`config.mk`:
```
export PLATFORM = sky130hd
export DESIGN_NAME = timer8_counter_compare_unit
export DESIGN_NICKNAME = d
export VERILOG_FILES = /design/src/timer8_pkg.sv /design/src/timer8_counter_compare_unit.sv
export SDC_FILE = /design/constraint.sdc
export NUM_CORES = 1
export LEC_CHECK = 0
export ABC_AREA = 1
export BUFFER_PORTS_ARGS = -buffer_cell sky130_fd_sc_hd__buf_2
export CAP_MARGIN = 20
export CORE_ASPECT_RATIO = 1.2
export CORE_UTILIZATION = 55
export CTS_CLUSTER_SIZE = 25
export DETAILED_ROUTE_END_ITERATION = 7
export PLACE_DENSITY = 0.79
export RECOVER_POWER = 25
export REMOVE_ABC_BUFFERS = 1
export SYNTH_ARGS = -nofsm -noshare
export SYNTH_HDL_FRONTEND = slang
export SYNTH_SLANG_ARGS = --single-unit
export TNS_END_PERCENT = 5
```
`constraint.sdc`:
```
create_clock -name ref_clk -period 2.81 [get_ports ref_clk]
set_input_delay 0.281 -clock ref_clk [delete_from_list [all_inputs] [get_ports ref_clk]]
set_output_delay 0.281 -clock ref_clk [all_outputs]
set_load 0.1 [all_outputs]
```
`src/timer8_pkg.sv`:
```
`default_nettype none
package timer8_pkg;
	// register offsets (byte addresses on the plain register port)
	localparam logic [3:0] count_value_off   = 4'h0;
	localparam logic [3:0] compare_value_off = 4'h1;
	localparam logic [3:0] timer_flag_off    = 4'h2;
	localparam logic [3:0] timer_mask_off    = 4'h3;
	localparam logic [3:0] control_a_off     = 4'h4;
	localparam logic [3:0] control_b_off     = 4'h5;
	localparam logic [3:0] async_status_off  = 4'h6;
	localparam logic [3:0] irq_ack_off       = 4'h7;

	// field positions
	localparam int wave_lsb       = 0;  // control a [1:0]
	localparam int action_lsb     = 4;  // control a [5:4]
	localparam int clk_sel_lsb    = 0;  // control b [2:0]
	localparam int force_bit      = 7;  // control b, strobe
	localparam int overflow_bit   = 0;  // flag / mask
	localparam int match_bit      = 1;  // flag / mask
	localparam int async_sel_bit  = 0;  // async status
	localparam int xtal_direct_bit = 1; // async status

	// reset value and counter limits
	localparam logic [7:0] reg_reset = 8'h00;
	localparam logic [7:0] bottom_val = 8'h00;
	localparam logic [7:0] max_val    = 8'hff;

	typedef enum logic [1:0] {
		wave_normal  = 2'b00,
		wave_phase   = 2'b01,
		wave_clear   = 2'b10,
		wave_fast    = 2'b11
	} wave_mode_type;

	// register port request
	typedef struct packed {
		logic [3:0] addr;
		logic [7:0] wdata;
		logic       wr;
		logic       rd;
	} reg_req_type;
endpackage
`default_nettype wire

```
`src/timer8_counter_compare_unit.sv`:
```
// Contract
// - count and compare registers are 8 bits
// - every request flagged and individually maskable
// - source zero stops ticks; counter still accessible
// - tick from io clock or crystal when async
// - signal bottom at 0x00, max at 0xff
// - top is 0xff or compare value by mode
// - each tick clears, increments or decrements counter
// - cpu counter write beats count or clear
// - mode bits set sequence and overflow point
// - overflow flag can request interrupt
// - match sets compare flag on next tick
// - enabled flag requests irq, clears on service
// - writing one clears match flag
// - waveform from match, mode, action, max, bottom
// - pwm modes buffer compare, update top/bottom
// - cpu reaches buffer or working compare register
// - force strobe acts like match in non-pwm modes only, no flag
// - counter write blocks match on next tick
// - output state kept across mode changes
// - action bits take effect immediately
// - action bits pick output and pin source
// - mode 0 normal: up, wrap, no clear
// - mode 2 clears counter on compare
// - mode 3 fast pwm single slope
// - action zero leaves output unchanged
`default_nettype none
module timer8_counter_compare_unit #(
	parameter int prescale_max = 1024 // largest io clock divider
) (
	input  wire logic                      ref_clk,
	input  wire logic                      reset_n,
	input  wire logic                      clk_en,
	input  wire timer8_pkg::reg_req_type   reg_req,
	output logic [7:0]                     reg_rdata,
	input  wire logic                      crystal_in_pin,
	input  wire logic                      crystal_osc,
	input  wire logic                      overflow_irq_ack,
	input  wire logic                      match_irq_ack,
	output logic                           overflow_irq,
	output logic                           match_irq,
	output logic                           compare_output,
	output logic                           compare_output_en
);
	initial begin
		if (prescale_max < 8 || prescale_max > 65536)
			$error("prescale_max out of range");
	end

	// register state
	logic [7:0] count_value_q;        // live counter
	logic [7:0] compare_value_q;      // working compare value
	logic [7:0] compare_buffer_q;     // cpu-side buffer in pwm modes
	logic [7:0] timer_control_a_q;    // mode and action bits
	logic [2:0] clock_source_select_q;
	logic [1:0] timer_flag_q;         // overflow, match
	logic [1:0] timer_mask_q;
	logic [1:0] async_status_q;       // async select, direct crystal
	logic       compare_output_q;     // internal output state
	logic       count_down_q;         // direction in phase correct mode
	logic       block_match_q;        // pending match blocker
	logic       match_pend_q;         // match seen, flag on next tick
	logic [15:0] prescale_q;          // io clock divider
	logic [2:0] xtal_sync_q;          // crystal edge sync
	logic       rd_pend_q;

	// decoded fields
	timer8_pkg::wave_mode_type wave_mode;
	logic [1:0] compare_output_action;
	logic       pwm_mode;
	logic [7:0] top_val;
	logic       at_bottom;
	logic       at_max;
	logic       at_top;
	logic       match;
	logic       timer_tick;
	logic       io_tick;
	logic       xtal_tick;
	logic       cnt_wr;
	logic       force_wr;
	logic       xtal_src;

	assign wave_mode = timer8_pkg::wave_mode_type'(
		timer_control_a_q[timer8_pkg::wave_lsb +: 2]);
	assign compare_output_action = timer_control_a_q[timer8_pkg::action_lsb +: 2];
	assign pwm_mode  = wave_mode == timer8_pkg::wave_phase || wave_mode == timer8_pkg::wave_fast;
	assign at_bottom = count_value_q == timer8_pkg::bottom_val;
	assign at_max    = count_value_q == timer8_pkg::max_val;
	// only clear-on-compare and phase correct use the stored value as top
	assign top_val = (wave_mode == timer8_pkg::wave_clear || wave_mode == timer8_pkg::wave_phase)
		? compare_value_q : timer8_pkg::max_val;
	assign at_top = count_value_q == top_val;
	// comparator runs always; blocker masks it
	assign match  = (count_value_q == compare_value_q) && !block_match_q;
	assign cnt_wr = reg_req.wr && reg_req.addr == timer8_pkg::count_value_off;
	assign force_wr = reg_req.wr && reg_req.addr == timer8_pkg::control_b_off
		&& reg_req.wdata[timer8_pkg::force_bit];
	assign xtal_src = async_status_q[timer8_pkg::async_sel_bit];

	// decode a source select into an io divider tap
	function automatic logic io_tap(input logic [2:0] sel, input logic [15:0] pre);
		case (sel)
			3'h1:    io_tap = 1'b1;
			3'h2:    io_tap = pre[2:0] == 3'h7;
			3'h3:    io_tap = pre[4:0] == 5'h1f;
			3'h4:    io_tap = pre[5:0] == 6'h3f;
			3'h5:    io_tap = pre[6:0] == 7'h7f;
			3'h6:    io_tap = pre[7:0] == 8'hff;
			3'h7:    io_tap = pre[9:0] == 10'h3ff;
			default: io_tap = 1'b0; // stopped
		endcase
	endfunction

	// free running io clock prescaler
	always_ff @(posedge ref_clk or negedge reset_n) begin
		if (!reset_n) begin
			prescale_q <= 16'h0000;
		end else if (clk_en) begin
			prescale_q <= prescale_q + 16'h0001;
		end
	end

	// crystal sampled into ref_clk: two stages then edge detect
	always_ff @(posedge ref_clk or negedge reset_n) begin
		if (!reset_n) begin
			xtal_sync_q <= 3'h0;
		end else if (clk_en) begin
			xtal_sync_q <= {xtal_sync_q[1:0],
				async_status_q[timer8_pkg::xtal_direct_bit] ? crystal_in_pin : crystal_osc};
		end
	end

	assign io_tick   = io_tap(clock_source_select_q, prescale_q);
	// crystal ticks once per rising edge; source select still gates it
	assign xtal_tick = xtal_sync_q[1] && !xtal_sync_q[2] && clock_source_select_q != 3'h0;
	// tick source mux
	assign timer_tick = xtal_src ? xtal_tick : io_tick;

	// counter unit
	always_ff @(posedge ref_clk or negedge reset_n) begin
		if (!reset_n) begin
			count_value_q <= timer8_pkg::reg_reset;
		end else if (clk_en) begin
			if (cnt_wr) begin
				// cpu write wins over any tick action
				count_value_q <= reg_req.wdata;
			end else if (timer_tick) begin
				case (wave_mode)
					timer8_pkg::wave_normal:
						count_value_q <= count_value_q + 8'h01; // wraps
					timer8_pkg::wave_clear:
						count_value_q <= (count_value_q == compare_value_q)
							? timer8_pkg::bottom_val : count_value_q + 8'h01;
					timer8_pkg::wave_fast:
						count_value_q <= at_max
							? timer8_pkg::bottom_val : count_value_q + 8'h01;
					timer8_pkg::wave_phase: begin
						// turn at top and bottom
						if (count_down_q)
							count_value_q <= at_bottom ? count_value_q + 8'h01
								: count_value_q - 8'h01;
						else
							count_value_q <= at_top ? count_value_q - 8'h01
								: count_value_q + 8'h01;
					end
					default: count_value_q <= count_value_q;
				endcase
			end
		end
	end

	// direction for dual slope
	always_ff @(posedge ref_clk or negedge reset_n) begin
		if (!reset_n) begin
			count_down_q <= 1'b0;
		end else if (clk_en) begin
			if (wave_mode != timer8_pkg::wave_phase) begin
				count_down_q <= 1'b0;
			end else if (timer_tick && !cnt_wr) begin
				if (!count_down_q && at_top)
					count_down_q <= 1'b1;
				else if (count_down_q && at_bottom)
					count_down_q <= 1'b0;
			end
		end
	end

	// blocker: set by counter write, released by the following tick
	always_ff @(posedge ref_clk or negedge reset_n) begin
		if (!reset_n) begin
			block_match_q <= 1'b0;
		end else if (clk_en) begin
			if (cnt_wr)
				block_match_q <= 1'b1; // holds even when stopped
			else if (timer_tick)
				block_match_q <= 1'b0;
		end
	end

	// match is latched and turns into the flag on the next tick
	always_ff @(posedge ref_clk or negedge reset_n) begin
		if (!reset_n) begin
			match_pend_q <= 1'b0;
		end else if (clk_en) begin
			if (timer_tick)
				match_pend_q <= 1'b0;
			else if (match)
				match_pend_q <= 1'b1;
			if (cnt_wr)
				match_pend_q <= 1'b0;
		end
	end

	// compare value: buffered in pwm modes, direct otherwise
	always_ff @(posedge ref_clk or negedge reset_n) begin
		if (!reset_n) begin
			compare_value_q  <= timer8_pkg::reg_reset;
			compare_buffer_q <= timer8_pkg::reg_reset;
		end else if (clk_en) begin
			if (reg_req.wr && reg_req.addr == timer8_pkg::compare_value_off) begin
				compare_buffer_q <= reg_req.wdata;
				if (!pwm_mode)
					compare_value_q <= reg_req.wdata; // bypass
			end
			// fast pwm loads at bottom, phase correct at top
			if (pwm_mode && timer_tick) begin
				if ((wave_mode == timer8_pkg::wave_fast && at_max)
					|| (wave_mode == timer8_pkg::wave_phase && at_top && !count_down_q))
					compare_value_q <= compare_buffer_q;
			end
		end
	end

	// waveform generator; state survives mode changes
	always_ff @(posedge ref_clk or negedge reset_n) begin
		if (!reset_n) begin
			compare_output_q <= 1'b0;
		end else if (clk_en) begin
			// action bits read live
			if (!pwm_mode && (force_wr || (timer_tick && match))) begin
				case (compare_output_action)
					2'h1:    compare_output_q <= !compare_output_q;
					2'h2:    compare_output_q <= 1'b0;
					2'h3:    compare_output_q <= 1'b1;
					default: compare_output_q <= compare_output_q;
				endcase
			end else if (pwm_mode && timer_tick && compare_output_action[1]) begin
				if (wave_mode == timer8_pkg::wave_fast) begin
					// clear or set on match, opposite at bottom
					if (at_max)
						compare_output_q <= !compare_output_action[0];
					else if (match)
						compare_output_q <= compare_output_action[0];
				end else if (match) begin
					// up-count match vs down-count match
					compare_output_q <= count_down_q ^ compare_output_action[0];
				end
			end
		end
	end

	// flags: hardware set wins over software or service clear
	always_ff @(posedge ref_clk or negedge reset_n) begin
		if (!reset_n) begin
			timer_flag_q <= 2'b00;
		end else if (clk_en) begin
			if (reg_req.wr && reg_req.addr == timer8_pkg::timer_flag_off)
				timer_flag_q <= timer_flag_q & ~reg_req.wdata[1:0];
			if (overflow_irq_ack)
				timer_flag_q[timer8_pkg::overflow_bit] <= 1'b0;
			if (match_irq_ack)
				timer_flag_q[timer8_pkg::match_bit] <= 1'b0;
			// overflow point by mode
			if (timer_tick && !cnt_wr) begin
				if ((wave_mode == timer8_pkg::wave_phase && count_down_q && at_bottom)
					|| (wave_mode != timer8_pkg::wave_phase && at_max))
					timer_flag_q[timer8_pkg::overflow_bit] <= 1'b1;
			end
			// a match standing at the tick counts too: with no prescaling every
			// cycle is a tick and the pending latch would never fill
			if (timer_tick && (match_pend_q || match))
				timer_flag_q[timer8_pkg::match_bit] <= 1'b1;
		end
	end

	// control, mask and async registers
	always_ff @(posedge ref_clk or negedge reset_n) begin
		if (!reset_n) begin
			timer_control_a_q     <= timer8_pkg::reg_reset;
			clock_source_select_q <= 3'h0;
			timer_mask_q          <= 2'b00;
			async_status_q        <= 2'b00;
		end else if (clk_en && reg_req.wr) begin
			if (reg_req.addr == timer8_pkg::control_a_off)
				timer_control_a_q <= reg_req.wdata & 8'h33;
			else if (reg_req.addr == timer8_pkg::control_b_off)
				clock_source_select_q <= reg_req.wdata[timer8_pkg::clk_sel_lsb +: 3];
			else if (reg_req.addr == timer8_pkg::timer_mask_off)
				timer_mask_q <= reg_req.wdata[1:0];
			else if (reg_req.addr == timer8_pkg::async_status_off)
				async_status_q <= reg_req.wdata[1:0];
		end
	end

	// read data one cycle after the strobe
	always_ff @(posedge ref_clk or negedge reset_n) begin
		if (!reset_n) begin
			reg_rdata <= 8'h00;
			rd_pend_q <= 1'b0;
		end else if (clk_en) begin
			rd_pend_q <= reg_req.rd;
			if (!reg_req.rd)
				reg_rdata <= 8'h00;
			else if (reg_req.addr == timer8_pkg::count_value_off)
				reg_rdata <= count_value_q;
			else if (reg_req.addr == timer8_pkg::compare_value_off)
				reg_rdata <= pwm_mode ? compare_buffer_q : compare_value_q;
			else if (reg_req.addr == timer8_pkg::timer_flag_off)
				reg_rdata <= {6'h00, timer_flag_q};
			else if (reg_req.addr == timer8_pkg::timer_mask_off)
				reg_rdata <= {6'h00, timer_mask_q};
			else if (reg_req.addr == timer8_pkg::control_a_off)
				reg_rdata <= timer_control_a_q;
			else if (reg_req.addr == timer8_pkg::control_b_off)
				reg_rdata <= {5'h00, clock_source_select_q};
			else if (reg_req.addr == timer8_pkg::async_status_off)
				reg_rdata <= {6'h00, async_status_q};
			else
				reg_rdata <= 8'h00; // unmapped reads zero
		end
	end

	// requests gated by mask
	assign overflow_irq = timer_flag_q[timer8_pkg::overflow_bit]
		&& timer_mask_q[timer8_pkg::overflow_bit];
	assign match_irq = timer_flag_q[timer8_pkg::match_bit] && timer_mask_q[timer8_pkg::match_bit];
	// pin takes the output whenever any action bit is set
	assign compare_output    = compare_output_q;
	assign compare_output_en = compare_output_action != 2'h0;
endmodule // timer8_counter_compare_unit
`default_nettype wire

```
==> reports/metrics.csv, run 1 <==
metric;value;unit
status;finished clean;
setup_tns;0;ns
num-nets-final;652;
routed_wl;11300;µm
instances_no_fill;716;
die_area;0.00796;mm²
ys.flop_type;dfrtp_1;
place_congestion;0.959;
fin_crit;2.43;ns
power;3410;µW
leakagePower;0.00235;µW
dp_hpwl;8660;µm
antenna_found_initial;0;
yosys.area.top_type;dfrtp_1;
hold_class;primary input to flip-flop;
synthesis.area;0.00418;mm²
async_flop_share;100;%
path_clk_slew;0.08;ns
grt_pass1_wl;18700;µm
startpoint;timer_control_a_q[0]$_DFFE_PN0P_;
grt_pass1_vias;3896;
die_w;81.6;µm
crit_chain;inv_1 > ha_1 > nand2_1 > nand2_1 > nand2_1 > nor2_1 > nand2_1 > nor2_2 > nand3_2 > nand2_2 > nand2_4 > o211ai_2 > o21ai_1;
num_rows;34;
clk_path_buf_depth;2;
rsz0062_at_grt;false;
dieHeight;97.5;µm
portBuffers;32;
grt_max_degree;26;
grt_usage;30.8;%
cts_max_level;3;
seq_area_frac_synth;37.1;%
wl_per_cell;15.8;µm
final-hold-violation-count;0;
ios;33;
power_per_cell_area;749;mW/mm²
synth_common_cells;nand2_1 (174), o21ai_0 (63), dfrtp_1 (62), inv_1 (62), nand3_1 (49);
synth_most_common_cell;nand2_1;
syn2layout_area_growth;8.70;%
ant_nets;0;
finalCritPeriodShare;86.3;%
drive_gt1_share;13.7;%
ir_drop;495;µV
diodes;0;
start_util;57.2;%
syn_avg_cell_area;7.07;µm²
tritoncts;yes;
root_buffer;clkbuf_8;
clock_skew;0.0158;ns
clk_latency;0.35;ns
arrival;2.64;ns
maxCapViolCount;0;
start_kind;flip-flop;
synth.top_cell.area_share;37.1;%
core-area;0.00732;mm²
synth_cells;592;
r2r_slack;0.38;ns
ys_top_cells_by_area;dfrtp_1 (37%), nand2_1 (16%), o21ai_0 (7.5%);
drv_slew;0;
overflow;0;
setup_viol;0;
cp.required;3.03;ns
ff2ff_path_depth;13;
final.fill_count;684;
via_per_inst;5.68;
synth_cell_types;38;
fmax;0.412;GHz
worst_pin_slew;0.936;ns
critical_path_class;flip-flop to flip-flop;
yosys_warnings;0;
drtIter0Drc;272;
crit_path_end;compare_value_q[4]$_DFFE_PN0P_;
cp-end-kind;flip-flop;
max_slew_margin;37.6;%
cts_made_buffers;9;
cts.sinks;62;
postCtsSetupBuffers;0;
synth_edf_count;0;
critPathMaxFanout;16;
cpMostUsedCell;nand2_1;
cpPeakStageDelay;0.59;ns
postPlaceCellArea;0.00438;mm²
timing.rr.start;timer_control_a_q[0]$_DFFE_PN0P_;
drc;0;
firstDrtPassIters;5;
timing.rr.end;compare_value_q[4]$_DFFE_PN0P_;
vias;4065;
dp_cells;699;
synth-seq-cells;62;
crit_slowest_cell;ha_1;
final_area;0.00455;mm²
[registers in the layout (all words and copies together), names as in the netlist, 3 cells and up]
name and cells:
clock_source_select_q 3, compare_buffer_q 8, xtal_sync_q 3, count_value_q 8
reg_rdata 8, timer_control_a_q 4, compare_value_q 8, prescale_q 10
[how the worst min path moves through the flow]
stage / cells past startpoint / start / endpoint / slack (ns)
2_1_floorplan: 0 / reset_n / async_status_q[0]$_DFFE_PN0P_ / -0.01
3_3_place_gp: 1 / reset_n / prescale_q[0]$_DFFE_PN0P_ / 0.21
3_5_place_dp: 1 / reset_n / prescale_q[3]$_DFFE_PN0P_ / 0.21
4_1_cts: 3 / crystal_in_pin / xtal_sync_q[0]$_DFFE_PN0P_ / 0.21
5_1_grt: 3 / crystal_in_pin / xtal_sync_q[0]$_DFFE_PN0P_ / 0.21
6_report: 3 / crystal_in_pin / xtal_sync_q[0]$_DFFE_PN0P_ / 0.21
[worst max-delay path: cells and delay by family (launching register included)]
kind	cells	cell delay (ns)
simple gates	9	0.92
fa+ha+maj	1	0.59
flops	1	0.43
compound gates	2	0.26
buf+inv	1	0.09
[report_power, final]
group,leakage [µW],switching [µW],total (µW),internal [µW]
Clock,0.0000861,355,695,340
Sequential,0.000806,274,1350,1080
Combinational,0.00146,902,1360,457
[routing by layer]
layer,vias up,track usage (%),part of all wire (%)
met4,0,15.1,3.2
met3,31,5.45,6.1
met5,-,0,0
li1,1990,-,-
met2,147,49.0,49
met1,1897,39.5,42
[layout by cell type (no fill, tap or decap), drive strengths merged, types with 2 or more instances in the layout]
| cell type | synthesis | routed |
|---|---|---|
| nor3 | 6 | 6 |
| nand4 | 8 | 8 |
| dfrtp | 62 | 62 |
| nand3 | 53 | 53 |
| xor2 | 15 | 15 |
| clkbuf | 5 | 15 |
| a21oi | 26 | 26 |
| xnor2 | 3 | 3 |
| a22oi | 2 | 2 |
| nor2 | 43 | 43 |
| clkinv | 1 | 4 |
| inv | 71 | 71 |
| o211ai | 12 | 12 |
| nand2 | 177 | 177 |
| buf | 15 | 34 |
| o21ai | 74 | 74 |
| ha | 10 | 10 |
| o22ai | 4 | 4 |
[cell families after synthesis]
| logic type | after synthesis | share of synthesized area (%) |
|---|---|---|
| buffers and inverters | 92 | 9.30 |
| adders and majority gates | 10 | 2.99 |
| and+or+nand+nor | 289 | 29.9 |
| AOI/OAI and AO/OA | 121 | 16.9 |
| DFF | 62 | 37.1 |
| xor gates and xnor gates | 18 | 3.77 |
[cell type report]
cell class,instances,area (µm²),share of cell area [%]
Multi-Input combinational cell,438,2240,49.3
Sequential cell,62,1550,34.1
Inverter,72,270,5.94
Tap cell,90,113,2.48
Clock buffer,12,145,3.19
Timing Repair Buffer,38,203,4.46
Clock inverter,4,22.5,0.495
[what timing repair did]
item / 4_1_cts / 5_1_grt
hold buffers: 1 / 0
gates resized for setup: 0 / 0
hold endpoints to repair: 15 / 0
[metrics by stage]
step                      utilization, %  hold WS (ns)  setup WS (ns)
after floorplan                        -       -0.0146          0.734
after global placement              59.8         0.209          0.480
after detailed placement            59.8         0.214          0.426
after CTS                           62.2         0.208          0.419
after global routing                62.2         0.214          0.110
final                               62.2         0.209          0.384
(Power assumes the default switching activity.)
==> run 2: changes to the inputs <==
--- a/config.mk
+++ b/config.mk
@@ -5,7 +5,6 @@
 export SDC_FILE = /design/constraint.sdc
 export NUM_CORES = 1
 export LEC_CHECK = 0
-export ABC_AREA = 1
 export BUFFER_PORTS_ARGS = -buffer_cell sky130_fd_sc_hd__buf_2
 export CAP_MARGIN = 20
 export CORE_ASPECT_RATIO = 1.2
==> run 2 against run 1 <==
Effect of this change: the flow now finishes with violations (capacitance limit, slew limit); utilization grew 1.5 points; largest cell class unchanged; sequential cell count is the same; wire length shrank 8.7%; clock skew shrank 0.0074 ns; via count shrank 16%; first-iteration DRC count shrank 2.6%; design area shrank 4.7%; clock-buffer cell count shrank 1.
==> reports/metrics.csv, run 2 <==
metric;value;unit;change
synth_edf_count;0;;unchanged
wl_per_cell;19.3;µm;+22%
dp_cells;517;;-26%
grt_pass1_wl;16700;µm;-11%
crit_chain;ha_1 > and3_1 > ha_1 > nor2_1 > nand3_1 > a21oi_1 > nor2_1 > a31o_2 > a22o_1 > a221oi_1 > o21ai_1;;
yosys_warnings;0;;unchanged
synth.top_cell.area_share;39.9;%;+2.9 points
clk_latency;0.36;ns;about the same
ir_drop;530;µV;+7.2%
drv_slew;63;;+63
ys_top_cells_by_area;dfrtp_1 (40%), mux2_2 (7.5%), nor2_1 (3.7%);;
synth_cell_types;68;;+79%
fin_crit;2.60;ns;+0.176 ns
seq_area_frac_synth;39.9;%;+2.9 points
core-area;0.00681;mm²;-6.9%
grt_max_degree;63;;+140%
portBuffers;32;;unchanged
synth_most_common_cell;dfrtp_1;;
diodes;0;;unchanged
start_kind;flip-flop;;
final_common_cell;dfrtp_1;;
finalCritPeriodShare;92.6;%;+6.3 points
cp.depth;11;;-2
antenna_found_initial;0;;unchanged
postPlaceCellArea;0.00414;mm²;-5.4%
via_per_inst;6.37;;+12%
cts.sinks;62;;unchanged
timing.rr.end;compare_output$_DFFE_PN0P_;;
multi_input_area;0.00216;mm²;-3.7%
grt_usage;30.4;%;-0.36 points
netSwitchingPower;1400;µW;-8.5%
tritoncts;yes;;
critPathMaxFanout;6;;-10
clk_path_buf_depth;2;;unchanged
critPathBufInv;0;;-1
syn_avg_cell_area;9.55;µm²;+35%
final.fill_count;577;;-16%
worst_pin_slew;1.55;ns;+0.613 ns
p_clk_share;23.3;%;+2.9 points
cp.required;3.05;ns;+0.02 ns
postCtsSetupBuffers;0;;unchanged
yosys.area.top_type;dfrtp_1;;
pwr-share-comb;36.3;%;-3.6 points
clock_skew;0.00844;ns;-0.00737 ns
num_rows;33;;-2.9%
max_slew_margin;-3.28;%;-41 points
fmax;0.384;GHz;-6.8%
drtIter0Drc;265;;-2.6%
hold_class;primary input to flip-flop;;
dieHeight;94.1;µm;-3.6%
layout_common_cells;dfrtp_1 (61), nor2_1 (38), buf_2 (32);;
path_clk_slew;0.07;ns;about the same
regArea;0.00155;mm²;about the same
setup_tns;0;ns;unchanged
pwr-share-seq;40.5;%;+0.8 points
overflow;0;;unchanged
ios;33;;unchanged
synth_common_cells;dfrtp_1 (62), nor2_1 (38), nand2_1 (30), mux2_2 (26);;
hp-start;reg_req[8];;
routed_wl;10300;µm;-8.7%
timing.rr.start;prescale_q[0]$_DFFE_PN0P_;;
cpPeakStageDelay;0.42;ns;-0.17 ns
leakagePower;0.00186;µW;-21%
syn2layout_area_growth;11.6;%;
holdPathEnd;compare_buffer_q[6]$_DFFE_PN0P_;;
top_register;prescale_q;;
arrival;2.84;ns;+0.20 ns
power_per_cell_area;803;mW/mm²;+7.1%
crit_slowest_cell;dfrtp_1;;
final_area;0.00434;mm²;-4.7%
intPower;2080;µW;+11%
cts_max_level;3;;unchanged
cp-end-kind;flip-flop;;
ant_nets;0;;unchanged
dp_hpwl;7270;µm;-16%
status;complete, but fails checks;;
final_util;63.6;%;+1.5 points
synth-seq-cells;62;;unchanged
synthesis.area;0.00388;mm²;-7.1%
drive_gt1_share;23.7;%;+10 points
rsz0062_at_grt;false;;
num-nets-final;473;;-27%
firstDrtPassIters;5;;unchanged
synth_cells;407;;-31%
critical_path_class;flip-flop to flip-flop;;
die_area;0.00740;mm²;-7.0%
maxCapViolCount;1;;+1
start_util;57.0;%;-0.16 points
root_buffer;clkbuf_8;;
grt_pass1_vias;3375;;-13%
drc;0;;unchanged
swShare;40.3;%;-4.7 points
violations;capacitance limit, slew limit;;
place_congestion;1.00;;+4.5%
ff2ff_path_depth;11;;-2
holdPathStages;2;;-1
cts_made_buffers;9;;unchanged
vias;3404;;-16%
largest_register_ffs;10;;unchanged
r2r_slack;0.21;ns;-0.18 ns
setup_viol;0;;unchanged
die_w;78.7;µm;-3.6%
instances_no_fill;534;;-25%
final-hold-violation-count;0;;unchanged
ys.flop_type;dfrtp_1;;
async_flop_share;100;%;unchanged
crit_family;compound AO/OA/AOI/OAI gates;;
==> run 2: layout make-up <==
class | instances | share of cell area [%]
Clock buffer | 11 | 3.26
Clock inverter | 5 | 1.36
Inverter | 17 | 1.47
Multi-Input combinational cell | 308 | 49.8
Sequential cell | 62 | 35.8
Tap cell | 87 | 2.51
Timing Repair Buffer | 44 | 5.77
==> run 2: cell families after synthesis <==
| family | Yosys count | synth area share, % |
|---|---|---|
| buf+inv | 37 | 4.48 |
| compound gates | 113 | 20.0 |
| simple gates | 132 | 17.9 |
| fa+ha+maj | 10 | 3.22 |
| xor+xnor | 16 | 4.09 |
| flops | 62 | 39.9 |
| mux | 37 | 10.4 |
==> run 2: power by group through the flow <==
| stage | Sequential [µW] | Combinational, µW | Clock [µW] |
|---|---|---|---|
| 2_1_floorplan | 1390 | 865 | 0 |
| 6_report | 1410 | 1260 | 809 |
| 5_1_grt | 1440 | 1400 | 850 |
| 3_5_place_dp | 1400 | 1250 | 0 |
| 4_1_cts | 1390 | 1260 | 816 |
| 3_3_place_gp | 1390 | 1210 | 0 |
==> run 2: how the worst max path moves through the flow <==
stage | to | slack, ns | startpoint
6_report | compare_output$_DFFE_PN0P_ | 0.21 | prescale_q[0]$_DFFE_PN0P_
5_1_grt | count_value_q[5]$_DFFE_PN0P_ | 0.01 | count_value_q[2]$_DFFE_PN0P_
4_1_cts | compare_output$_DFFE_PN0P_ | 0.21 | prescale_q[0]$_DFFE_PN0P_
3_5_place_dp | compare_output$_DFFE_PN0P_ | 0.25 | prescale_q[0]$_DFFE_PN0P_
3_3_place_gp | compare_output$_DFFE_PN0P_ | 0.30 | prescale_q[0]$_DFFE_PN0P_
2_1_floorplan | compare_output$_DFFE_PN0P_ | 0.44 | prescale_q[0]$_DFFE_PN0P_
==> run 2: routing by layer <==
layer / GRT usage (%) / wire length, µm / vias to the layer above
li1: - / - / 1554
met1: 37.0 / 4290 / 1679
met2: 50.4 / 5080 / 128
met3: 5.92 / 481 / 43
met4: 17.0 / 462 / 0
met5: 0 / 0 / -
==> run 2: timing repair <==
item / 4_1_cts / 5_1_grt
setup endpoints to repair: 0 / 1
hold buffers: 1 / 0
resized for setup: 0 / 1
endpoints found under the hold margin: 62 / 0
==> run 2: metrics by stage <==
stage | setup slack [ns] | hold slack [ns] | power [µW]
floorplan | 0.443 | -0.0146 | 2250
global placement | 0.300 | 0.316 | 2600
detailed placement | 0.247 | 0.316 | 2650
CTS | 0.206 | 0.180 | 3460
global route | 0.0102 | 0.211 | 3680
finish | 0.208 | 0.187 | 3480
